<file path="src/id_health_params.svh">
// Offsets, field positions and reset values of the identity and health registers.
// Assumes inclusion by the register bank and its package users only.
`ifndef ID_HEALTH_PARAMS_SVH
`define ID_HEALTH_PARAMS_SVH

// ----------------------------------------
// Register offsets
// ----------------------------------------
`define OFS_MAC_ADDRESS_LOW      16'h1002
`define OFS_MAC_ADDRESS_HIGH     16'h1003
`define OFS_DIE_WAFER_POSITION   16'h1004
`define OFS_CONFIG_MEMORY_HEALTH 16'h1005

// ----------------------------------------
// Health register fields
// ----------------------------------------
`define HB_RED_WARN    15
`define HB_RED_ERR     14
`define HB_YELLOW_WARN 13
`define HB_YELLOW_ERR  12
`define HB_GREEN_WARN  11
`define HB_GREEN_ERR   10
`define HEALTH_RESET   16'h0000

// ----------------------------------------
// Wafer position fields
// ----------------------------------------
`define WAFER_Y_MSB 14
`define WAFER_Y_LSB 8
`define WAFER_X_MSB 6
`define WAFER_X_LSB 0

// ----------------------------------------
// Factory memory layout and code word
// ----------------------------------------
`define NVM_IDX_MAC_LOW  5'h00
`define NVM_IDX_MAC_HIGH 5'h01
`define NVM_IDX_WAFER    5'h02
`define NVM_IDX_RED_BASE 5'h03
`define ECC_CW_BITS      22
`define DATA_RESET       16'h0000

`endif

</file>
<file path="src/id_health_pkg.sv">
// Types shared by the identity and configuration memory health bank.
// Assumes nothing of its surroundings.
`default_nettype none

package id_health_pkg;

    typedef enum logic [1:0] { ZONE_GREEN, ZONE_YELLOW, ZONE_RED } nvm_zone_t;

    typedef enum { ST_ADDR, ST_DATA, ST_DONE } load_state_t;

    typedef struct packed {
        logic [15:0] data;
        logic        single;
        logic        double;
    } ecc_result_t;

endpackage : id_health_pkg

`default_nettype wire

</file>
<file path="src/device_identity_config_memory_health_regs.sv">
// Read-only identity and configuration memory health register bank.
// Assumes a factory memory with one-cycle read latency on the core clock,
// and a register read port driven by the serial register engine on clk.
//
// How it works
// - Low identifier register returns MAC bits 15:0
// - High register returns bits 23:16, upper zero
// - Full MAC is OUI plus 24 bits
// - Wafer Y at 14:8, X at 6:0
// - Factory memory has no write path
// - ECC corrects single, detects double errors
// - Bit 15: red zone corrected single error
// - Bit 14: red zone uncorrectable error
// - Bit 13: yellow zone corrected single error
// - Bit 12: yellow uncorrectable, identifier invalid
// - Bit 11: green zone corrected single error
// - Bit 10: green uncorrectable, trace lost
// - Bits 9:0 reserved, read zero here
// - Memory split into green, yellow, red
// - All logic on one reference clock
// - Clock output follows enable, else low
`timescale 1ns/1ps
`default_nettype none
`include "id_health_params.svh"

module device_identity_config_memory_health_regs
    import id_health_pkg::*;
#(
    parameter int RED_WORDS = 4
) (
    // Clock, reset, enable
    input  wire logic        clk,
    input  wire logic        arst_n,
    input  wire logic        ce,
    // Register read port
    input  wire logic        reg_rd,
    input  wire logic [15:0] reg_addr,
    output logic      [15:0] reg_rdata,
    output logic             reg_rvalid,
    output logic             reg_err,
    // Factory memory, read only
    output logic             nvm_rd,
    output logic      [4:0]  nvm_addr,
    input  wire logic [21:0] nvm_cw,
    // Corrected configuration words for the device
    output logic             cfg_valid,
    output logic      [4:0]  cfg_index,
    output logic      [15:0] cfg_data,
    // Status
    output logic             load_done,
    output logic             mac_id_valid,
    // Clock output
    input  wire logic        clkout_enable,
    output logic             clock_output_pin
);

    localparam logic [4:0] LAST_IDX = 5'(`NVM_IDX_RED_BASE + RED_WORDS - 1);

    // ----------------------------------------
    // ECC check and zone decode
    // ----------------------------------------
    function automatic ecc_result_t ecc_check(input logic [21:0] cw);
        logic [4:0]  syn;
        logic        par;
        logic [21:0] fixed;
        int          k;
        ecc_result_t r;
        syn   = 5'h00;
        par   = ^cw;
        fixed = cw;
        k     = 0;
        r     = '0;
        for (int i = 1; i < `ECC_CW_BITS; i++) begin
            if (cw[i]) begin
                syn = syn ^ 5'(i);
            end
        end
        if (par && syn != 5'h00 && syn < 5'(`ECC_CW_BITS)) begin
            fixed[syn] = ~fixed[syn];
        end
        for (int i = 1; i < `ECC_CW_BITS; i++) begin
            if ((i & (i - 1)) != 0) begin
                r.data[k] = fixed[i];
                k = k + 1;
            end
        end
        r.single = par;
        r.double = !par && syn != 5'h00;
        return r;
    endfunction : ecc_check

    function automatic nvm_zone_t zone_of(input logic [4:0] idx);
        if (idx == `NVM_IDX_MAC_LOW || idx == `NVM_IDX_MAC_HIGH) begin
            return ZONE_YELLOW;
        end else if (idx == `NVM_IDX_WAFER) begin
            return ZONE_GREEN;
        end else begin
            return ZONE_RED;
        end
    endfunction : zone_of

    // ----------------------------------------
    // Load sequencer
    // ----------------------------------------
    // Memory is only ever read: no write port exists, so a bad word stays bad
    // and is merely reported each time it is loaded.
    load_state_t state;
    load_state_t next_state;
    logic [4:0]  idx;
    logic [15:0] mac_low;
    logic [15:0] mac_high;
    logic [15:0] wafer;
    logic [15:0] health;

    wire         cap      = ce && state == ST_DATA;
    ecc_result_t chk;
    nvm_zone_t   zone;
    logic [15:0] flag_set;

    assign chk  = ecc_check(nvm_cw);
    assign zone = zone_of(idx);

    assign nvm_rd   = state == ST_ADDR;
    assign nvm_addr = idx;

    always_comb begin
        next_state = state;
        case (state)
            ST_ADDR: next_state = ST_DATA;
            ST_DATA: next_state = (idx == LAST_IDX) ? ST_DONE : ST_ADDR;
            ST_DONE: next_state = ST_DONE;
            default: next_state = ST_ADDR;
        endcase
    end

    // Set terms per zone; nothing ever clears them but reset.
    always_comb begin
        flag_set = 16'h0000;
        if (cap) begin
            case (zone)
                ZONE_RED: begin
                    flag_set[`HB_RED_WARN]    = chk.single;
                    flag_set[`HB_RED_ERR]     = chk.double;
                end
                ZONE_YELLOW: begin
                    flag_set[`HB_YELLOW_WARN] = chk.single;
                    flag_set[`HB_YELLOW_ERR]  = chk.double;
                end
                ZONE_GREEN: begin
                    flag_set[`HB_GREEN_WARN]  = chk.single;
                    flag_set[`HB_GREEN_ERR]   = chk.double;
                end
                default: flag_set = 16'h0000;
            endcase
        end
    end

    always_ff @(posedge clk or negedge arst_n) begin
        if (!arst_n) begin
            state  <= ST_ADDR;
            idx    <= `NVM_IDX_MAC_LOW;
            health <= `HEALTH_RESET;
        end else if (ce) begin
            state  <= next_state;
            health <= health | flag_set;
            if (state == ST_DATA && idx != LAST_IDX) begin
                idx <= idx + 5'h01;
            end
        end
    end

    always_ff @(posedge clk or negedge arst_n) begin
        if (!arst_n) begin
            mac_low  <= `DATA_RESET;
            mac_high <= `DATA_RESET;
            wafer    <= `DATA_RESET;
        end else if (cap) begin
            if (idx == `NVM_IDX_MAC_LOW) begin
                mac_low <= chk.data;
            end
            if (idx == `NVM_IDX_MAC_HIGH) begin
                mac_high <= {8'h00, chk.data[7:0]};
            end
            if (idx == `NVM_IDX_WAFER) begin
                wafer <= {1'b0, chk.data[`WAFER_Y_MSB:`WAFER_Y_LSB],
                          1'b0, chk.data[`WAFER_X_MSB:`WAFER_X_LSB]};
            end
        end
    end

    // Red zone words go to the device configuration, already corrected.
    always_ff @(posedge clk or negedge arst_n) begin
        if (!arst_n) begin
            cfg_valid <= 1'b0;
            cfg_index <= 5'h00;
            cfg_data  <= `DATA_RESET;
        end else if (ce) begin
            cfg_valid <= cap && zone == ZONE_RED;
            if (cap && zone == ZONE_RED) begin
                cfg_index <= idx - `NVM_IDX_RED_BASE;
                cfg_data  <= chk.data;
            end
        end
    end

    assign load_done = state == ST_DONE;
    // Host builds the full address from the OUI and these 24 bits, then
    // fills its own filters; nothing here preloads a filter.
    assign mac_id_valid = load_done && !health[`HB_YELLOW_ERR];

    // ----------------------------------------
    // Register read port
    // ----------------------------------------
    wire hit_low    = reg_addr == `OFS_MAC_ADDRESS_LOW;
    wire hit_high   = reg_addr == `OFS_MAC_ADDRESS_HIGH;
    wire hit_wafer  = reg_addr == `OFS_DIE_WAFER_POSITION;
    wire hit_health = reg_addr == `OFS_CONFIG_MEMORY_HEALTH;
    wire hit_any    = hit_low || hit_high || hit_wafer || hit_health;

    // Reserved health bits 9:0 come back as zero.
    wire [15:0] rd_mux = hit_low    ? mac_low :
                         hit_high   ? mac_high :
                         hit_wafer  ? wafer :
                         hit_health ? {health[15:10], 10'h000} :
                                      16'h0000;

    // Read path only samples; no state changes on a read.
    always_ff @(posedge clk or negedge arst_n) begin
        if (!arst_n) begin
            reg_rdata  <= `DATA_RESET;
            reg_rvalid <= 1'b0;
            reg_err    <= 1'b0;
        end else if (ce) begin
            reg_rvalid <= reg_rd;
            reg_err    <= reg_rd && !hit_any;
            if (reg_rd) begin
                reg_rdata <= rd_mux;
            end
        end
    end

    // ----------------------------------------
    // Clock output
    // ----------------------------------------
    // Gated straight from the core clock: the only clock in this block.
    assign clock_output_pin = clkout_enable ? clk : 1'b0;
endmodule : device_identity_config_memory_health_regs

`default_nettype wire

</file>
<file path="config.mk">
export PLATFORM = sky130hd
export DESIGN_NAME = device_identity_config_memory_health_regs
export DESIGN_NICKNAME = d
export VERILOG_FILES = /design/src/id_health_pkg.sv /design/src/device_identity_config_memory_health_regs.sv
export VERILOG_INCLUDE_DIRS = /design/src /design/src/src
export SDC_FILE = /design/constraint.sdc
export NUM_CORES = 1
export LEC_CHECK = 0
export BUFFER_PORTS_ARGS = -buffer_cell sky130_fd_sc_hd__buf_2
export CELL_PAD_IN_SITES_DETAIL_PLACEMENT = 1
export CELL_PAD_IN_SITES_GLOBAL_PLACEMENT = 1
export CORE_MARGIN = 2
export CORE_UTILIZATION = 44
export DETAILED_ROUTE_END_ITERATION = 6
export PLACE_DENSITY_LB_ADDON = 0.1
export SETUP_SLACK_MARGIN = 0.5
export SLEW_MARGIN = 20
export SYNTH_ARGS = -nofsm -noshare
export SYNTH_HDL_FRONTEND = slang
export SYNTH_SLANG_ARGS = --single-unit
</file>
<file path="constraint.sdc">
create_clock -name clk -period 2.7 [get_ports clk]
set_clock_uncertainty 0.15 [all_clocks]
set_input_delay 0.405 -clock clk [delete_from_list [all_inputs] [get_ports clk]]
set_output_delay 0.405 -clock clk [all_outputs]
set_load 0.005 [all_outputs]
</file>
==> results.py <==
metrics = {
    "global_route": {
        "first_global_vias": 5626,
        "grt_pass1_wl_microns": 31300,
        "grt_usage_pct": 31.5,
        "grt_max_degree": 54,
        "grt_antenna_before_repair": 0,
        "gr-total-overflow": 0,
    },
    "logic_synthesis": {
        "synth-main-ff-cell": "dfrtp_1",
        "synth_top_family_by_area": "compound AO/OA/AOI/OAI gates",
        "ys_seq_area_share_pct": 42.2,
        "synth.distinct_cells": 61,
        "synth_edf_count": 0,
        "synth_simple_gate_area_share_pct": 14.0,
        "synth_xor_area_share_pct": 11.2,
        "syn_area_per_cell_sq_um": 9.90,
        "ys_seq_elements": 91,
        "synth_nets": 592,
        "synthMuxAreaShare_pct": 8.28,
        "synth_area_sq_mm": 0.00540,
        "synthArstFlopShare_pct": 100,
        "synth_cells": 545,
        "synth_compound_area_share_pct": 20.1,
        "yosys_warnings": 0,
        "synth-adder-area-share_pct": 1.11,
    },
    "critical_path": {
        "crit_fanout": 10,
        "r2r_cells": 7,
        "required_ns": 2.91,
        "criticalPathCategory": "input pin to register",
        "critPathTopFamily": "compound AO/OA/AOI/OAI gates",
        "crit_slowest_cell": "xnor3_2",
        "cp_num_cells": 12,
        "critPathLaunchType": "input pin",
        "cp-end-kind": "register",
        "cpPeakStageDelay_ns": 0.44,
        "r2r_end": "cfg_data[7]",
        "worstPathArrival_ns": 3.02,
        "crit_chain": "buf_8 -> xnor2_2 -> buf_4 -> xnor3_2 -> xnor2_2 -> a22oi_1 -> nor2_2 -> a2111oi_4 -> buf_4 -> nor4_4 -> bufbuf_16 -> o31ai_1",
        "crit_buf_inv": 4,
        "reg2reg_slack_ns": 0.10,
        "startpoint": "nvm_cw[17]",
        "timing.rr.start": "nvm_addr[1]",
    },
    "placed_design": {
        "io_buffers": 91,
        "dp_hpwl_microns": 12600,
        "place_congestion": 0.847,
        "pre_cts_slack_ns": -0.426,
    },
    "status": {
        "violations": "negative setup slack",
        "status": "complete, but fails checks",
    },
    "pwr": {
        "clkPwrFrac_pct": 18.2,
        "p_comb_share_pct": 56.4,
        "switchingPower_mw": 4.10,
        "share_seq_of_total_power_pct": 25.3,
        "max-vdd-ir-drop_v": 0.000538,
        "leakage_nw": 3.87,
        "switching_share_pct": 43.5,
        "p_total_mw": 9.42,
        "p_int_mw": 5.32,
        "power_density_mw_per_mm2": 1090,
    },
    "cts": {
        "cts_tree": "yes",
        "clk_pin_slew_ns": 0.07,
        "insertion_delay_ns": 0.48,
    },
    "finish": {
        "drive_gt1_share_pct": 50.1,
        "regArea_sq_mm": 0.00228,
        "multi_input_area_sq_mm": 0.00393,
        "fin_nets": 800,
        "area_delta_synth_final_pct": 60.7,
        "antenna_cells": 0,
        "nFillCells": 1181,
        "fin_util_pct": 72.2,
    },
    "routing": {
        "avgViaCountPerCell": 6.51,
        "antenna_left": 0,
        "drc": 0,
        "vias": 5891,
        "first_pass_iters": 5,
        "wire_per_inst_microns": 30.3,
        "drt-total-wl_microns": 27400,
        "drt_iter0_drc": 479,
    },
    "min_path": {
        "hp-start": "reg_addr[13]",
        "hold_end": "reg_rdata[7]",
        "min_path_type": "input pin to register",
        "hold_path_depth": 3,
    },
    "timing": {
        "layout_min_cycle_time_ns": 2.80,
        "setup_tns_ns": -2.22,
        "worst_slew_pin_slew_ns": 0.638,
        "max_freq_mhz": 357,
        "drv_slew": 0,
        "setup_viol": 40,
        "holdWs_ns": 0.106,
        "rsz0062_at_grt": "true",
        "hold_viol": 0,
        "setup_slack_ns": -0.101,
        "slew_headroom_pct": 57.4,
        "post-route-period-util_pct": 104,
    },
    "job": {
        "cap_violations": 0,
    },
    "floorplanning": {
        "io_pins": 92,
        "die_y_microns": 115,
        "core-area_sq_mm": 0.0120,
        "rows": 40,
        "die_w_microns": 115,
        "start_util_pct": 44.9,
        "fp.dieArea_sq_mm": 0.0132,
    },
}
per-layer routing:
layer  vias to the layer above  routed length, microns  track usage, %
li1                       2419                       -               -
met5                         -                       0               0
met3                       122                    1910            5.59
met4                         0                    1610            16.7
met2                       378                   14200            54.8
met1                      2972                    9650            37.3
power groups by stage:
stage,sequential (mW),clock (mW),combinational (mW)
6_report,2.39,1.72,5.32
2_1_floorplan,2.17,0.00713,2.00
5_1_grt,2.41,1.78,5.48
4_1_cts,2.26,1.68,3.90
3_3_place_gp,2.23,0.0134,3.07
3_5_place_dp,2.26,0.0134,3.20
worst max path at each step:
stage,to,slack (ns)
final,mac_high[5],-0.10
after global routing,mac_high[5],-0.18
after CTS,mac_low[1],0.16
after detailed placement,mac_high[6],-0.43
after global placement,mac_high[4],-0.41
after floorplan,mac_high[4],0.01
cell type report:
| type | count | area share [%] |
|---|---|---|
| tap | 147 | 2.12 |
| timing repair buffer | 227 | 21.1 |
| inverter | 7 | 0.346 |
| sequential | 91 | 26.3 |
| clock inverter | 6 | 1.10 |
| clock buffer | 14 | 3.75 |
| multi-input combinational | 413 | 45.4 |
flip-flops by register name, summed over array words and instances (netlist names):
signal,flops
cfg_data,16
mac_low,16
reg_rdata,16
wafer,14
mac_high,8
health,6
cfg_index,5
nvm_addr,5
state,2
cfg_valid,1
reg_err,1
reg_rvalid,1
synthesized netlist by cell type, drive strengths merged, types with 2 or more instances:
cell	number	area share [%]
a21boi	2	0.28
a21o	5	0.70
a21oi	14	1.3
a22oi	17	2.4
a31o	3	0.49
a31oi	15	1.7
a41o	2	0.37
and2	13	1.5
and3	5	0.58
buf	10	0.95
clkbuf	24	1.7
dfrtp	91	42
ha	4	0.93
inv	7	0.49
mux2	5	1.0
mux2i	39	7.2
nand2	64	4.5
nand2b	2	0.23
nand3	13	1.2
nand4	9	1.2
nand4b	2	0.32
nor2	29	2.0
nor2b	3	0.35
nor3	7	0.74
nor4	3	0.46
o2111ai	2	0.32
o21a	11	1.6
o21ai	38	3.5
o31ai	42	6.2
or4	4	0.77
xnor2	33	5.8
xnor3	6	2.6
xor2	9	2.0
xor3	2	0.88
cells in the final DEF (no fill, tap or decap), types with 4 or more instances in the layout:
| master | n |
|---|---|
| mux2i_2 | 4 |
| nand2_1 | 58 |
| clkbuf_16 | 15 |
| o21ai_1 | 12 |
| a22oi_1 | 17 |
| mux2i_1 | 32 |
| o31ai_2 | 10 |
| nand3_1 | 10 |
| nand2_4 | 5 |
| xnor3_2 | 4 |
| a21oi_1 | 7 |
| buf_4 | 106 |
| xnor2_1 | 12 |
| and2_1 | 6 |
| a21o_1 | 5 |
| xor2_4 | 4 |
| o31ai_1 | 14 |
| o21ai_2 | 6 |
| inv_1 | 6 |
| mux2_2 | 4 |
| xnor2_2 | 9 |
| nor2_1 | 24 |
| xor2_1 | 4 |
| dfrtp_1 | 90 |
| xnor2_4 | 12 |
| a31oi_1 | 13 |
| buf_12 | 8 |
| buf_2 | 79 |
| buf_6 | 23 |
| buf_8 | 5 |
| o21a_1 | 9 |
| ha_1 | 4 |
| and2_4 | 6 |
| a21oi_2 | 6 |
| o21ai_0 | 20 |
| nand4_1 | 8 |
| o31ai_4 | 18 |
logic make-up after synthesis:
family | after synthesis
AO/OA/AOI/OAI | 159
XOR/XNOR | 50
adder cells (fa/ha/maj) | 5
buffers and inverters | 41
flip-flops | 91
multiplexers | 44
AND/OR/NAND/NOR | 155
worst reg2reg max path: stages, from the launching register on:
cell and delay, ns:
dfrtp_1 0.46, inv_1 0.16, ha_1 0.29, o21ai_1 0.35, nand3_1 0.25, clkinvlp_4 0.35
mux2i_1 0.33, o31ai_2 0.13
per-stage QoR:
stage | cells | area [sq um]
after floorplan | 545 | 5710
after global placement | 846 | 6960
after detailed placement | 846 | 6960
after CTS | 880 | 7900
after global routing | 905 | 8670
final | 905 | 8670
repair_timing:
action | 4_1_cts | 5_1_grt
gates resized for setup | 79 | 97
endpoints found under the setup margin | 65 | 77
endpoints found under the hold margin | 38 | 0
pin swaps | 16 | 41
hold buffers | 1 | 0
gates cloned | 3 | 6
setup buffers | 11 | 19
No activity file was read; power rests on OpenSTA's default activity.
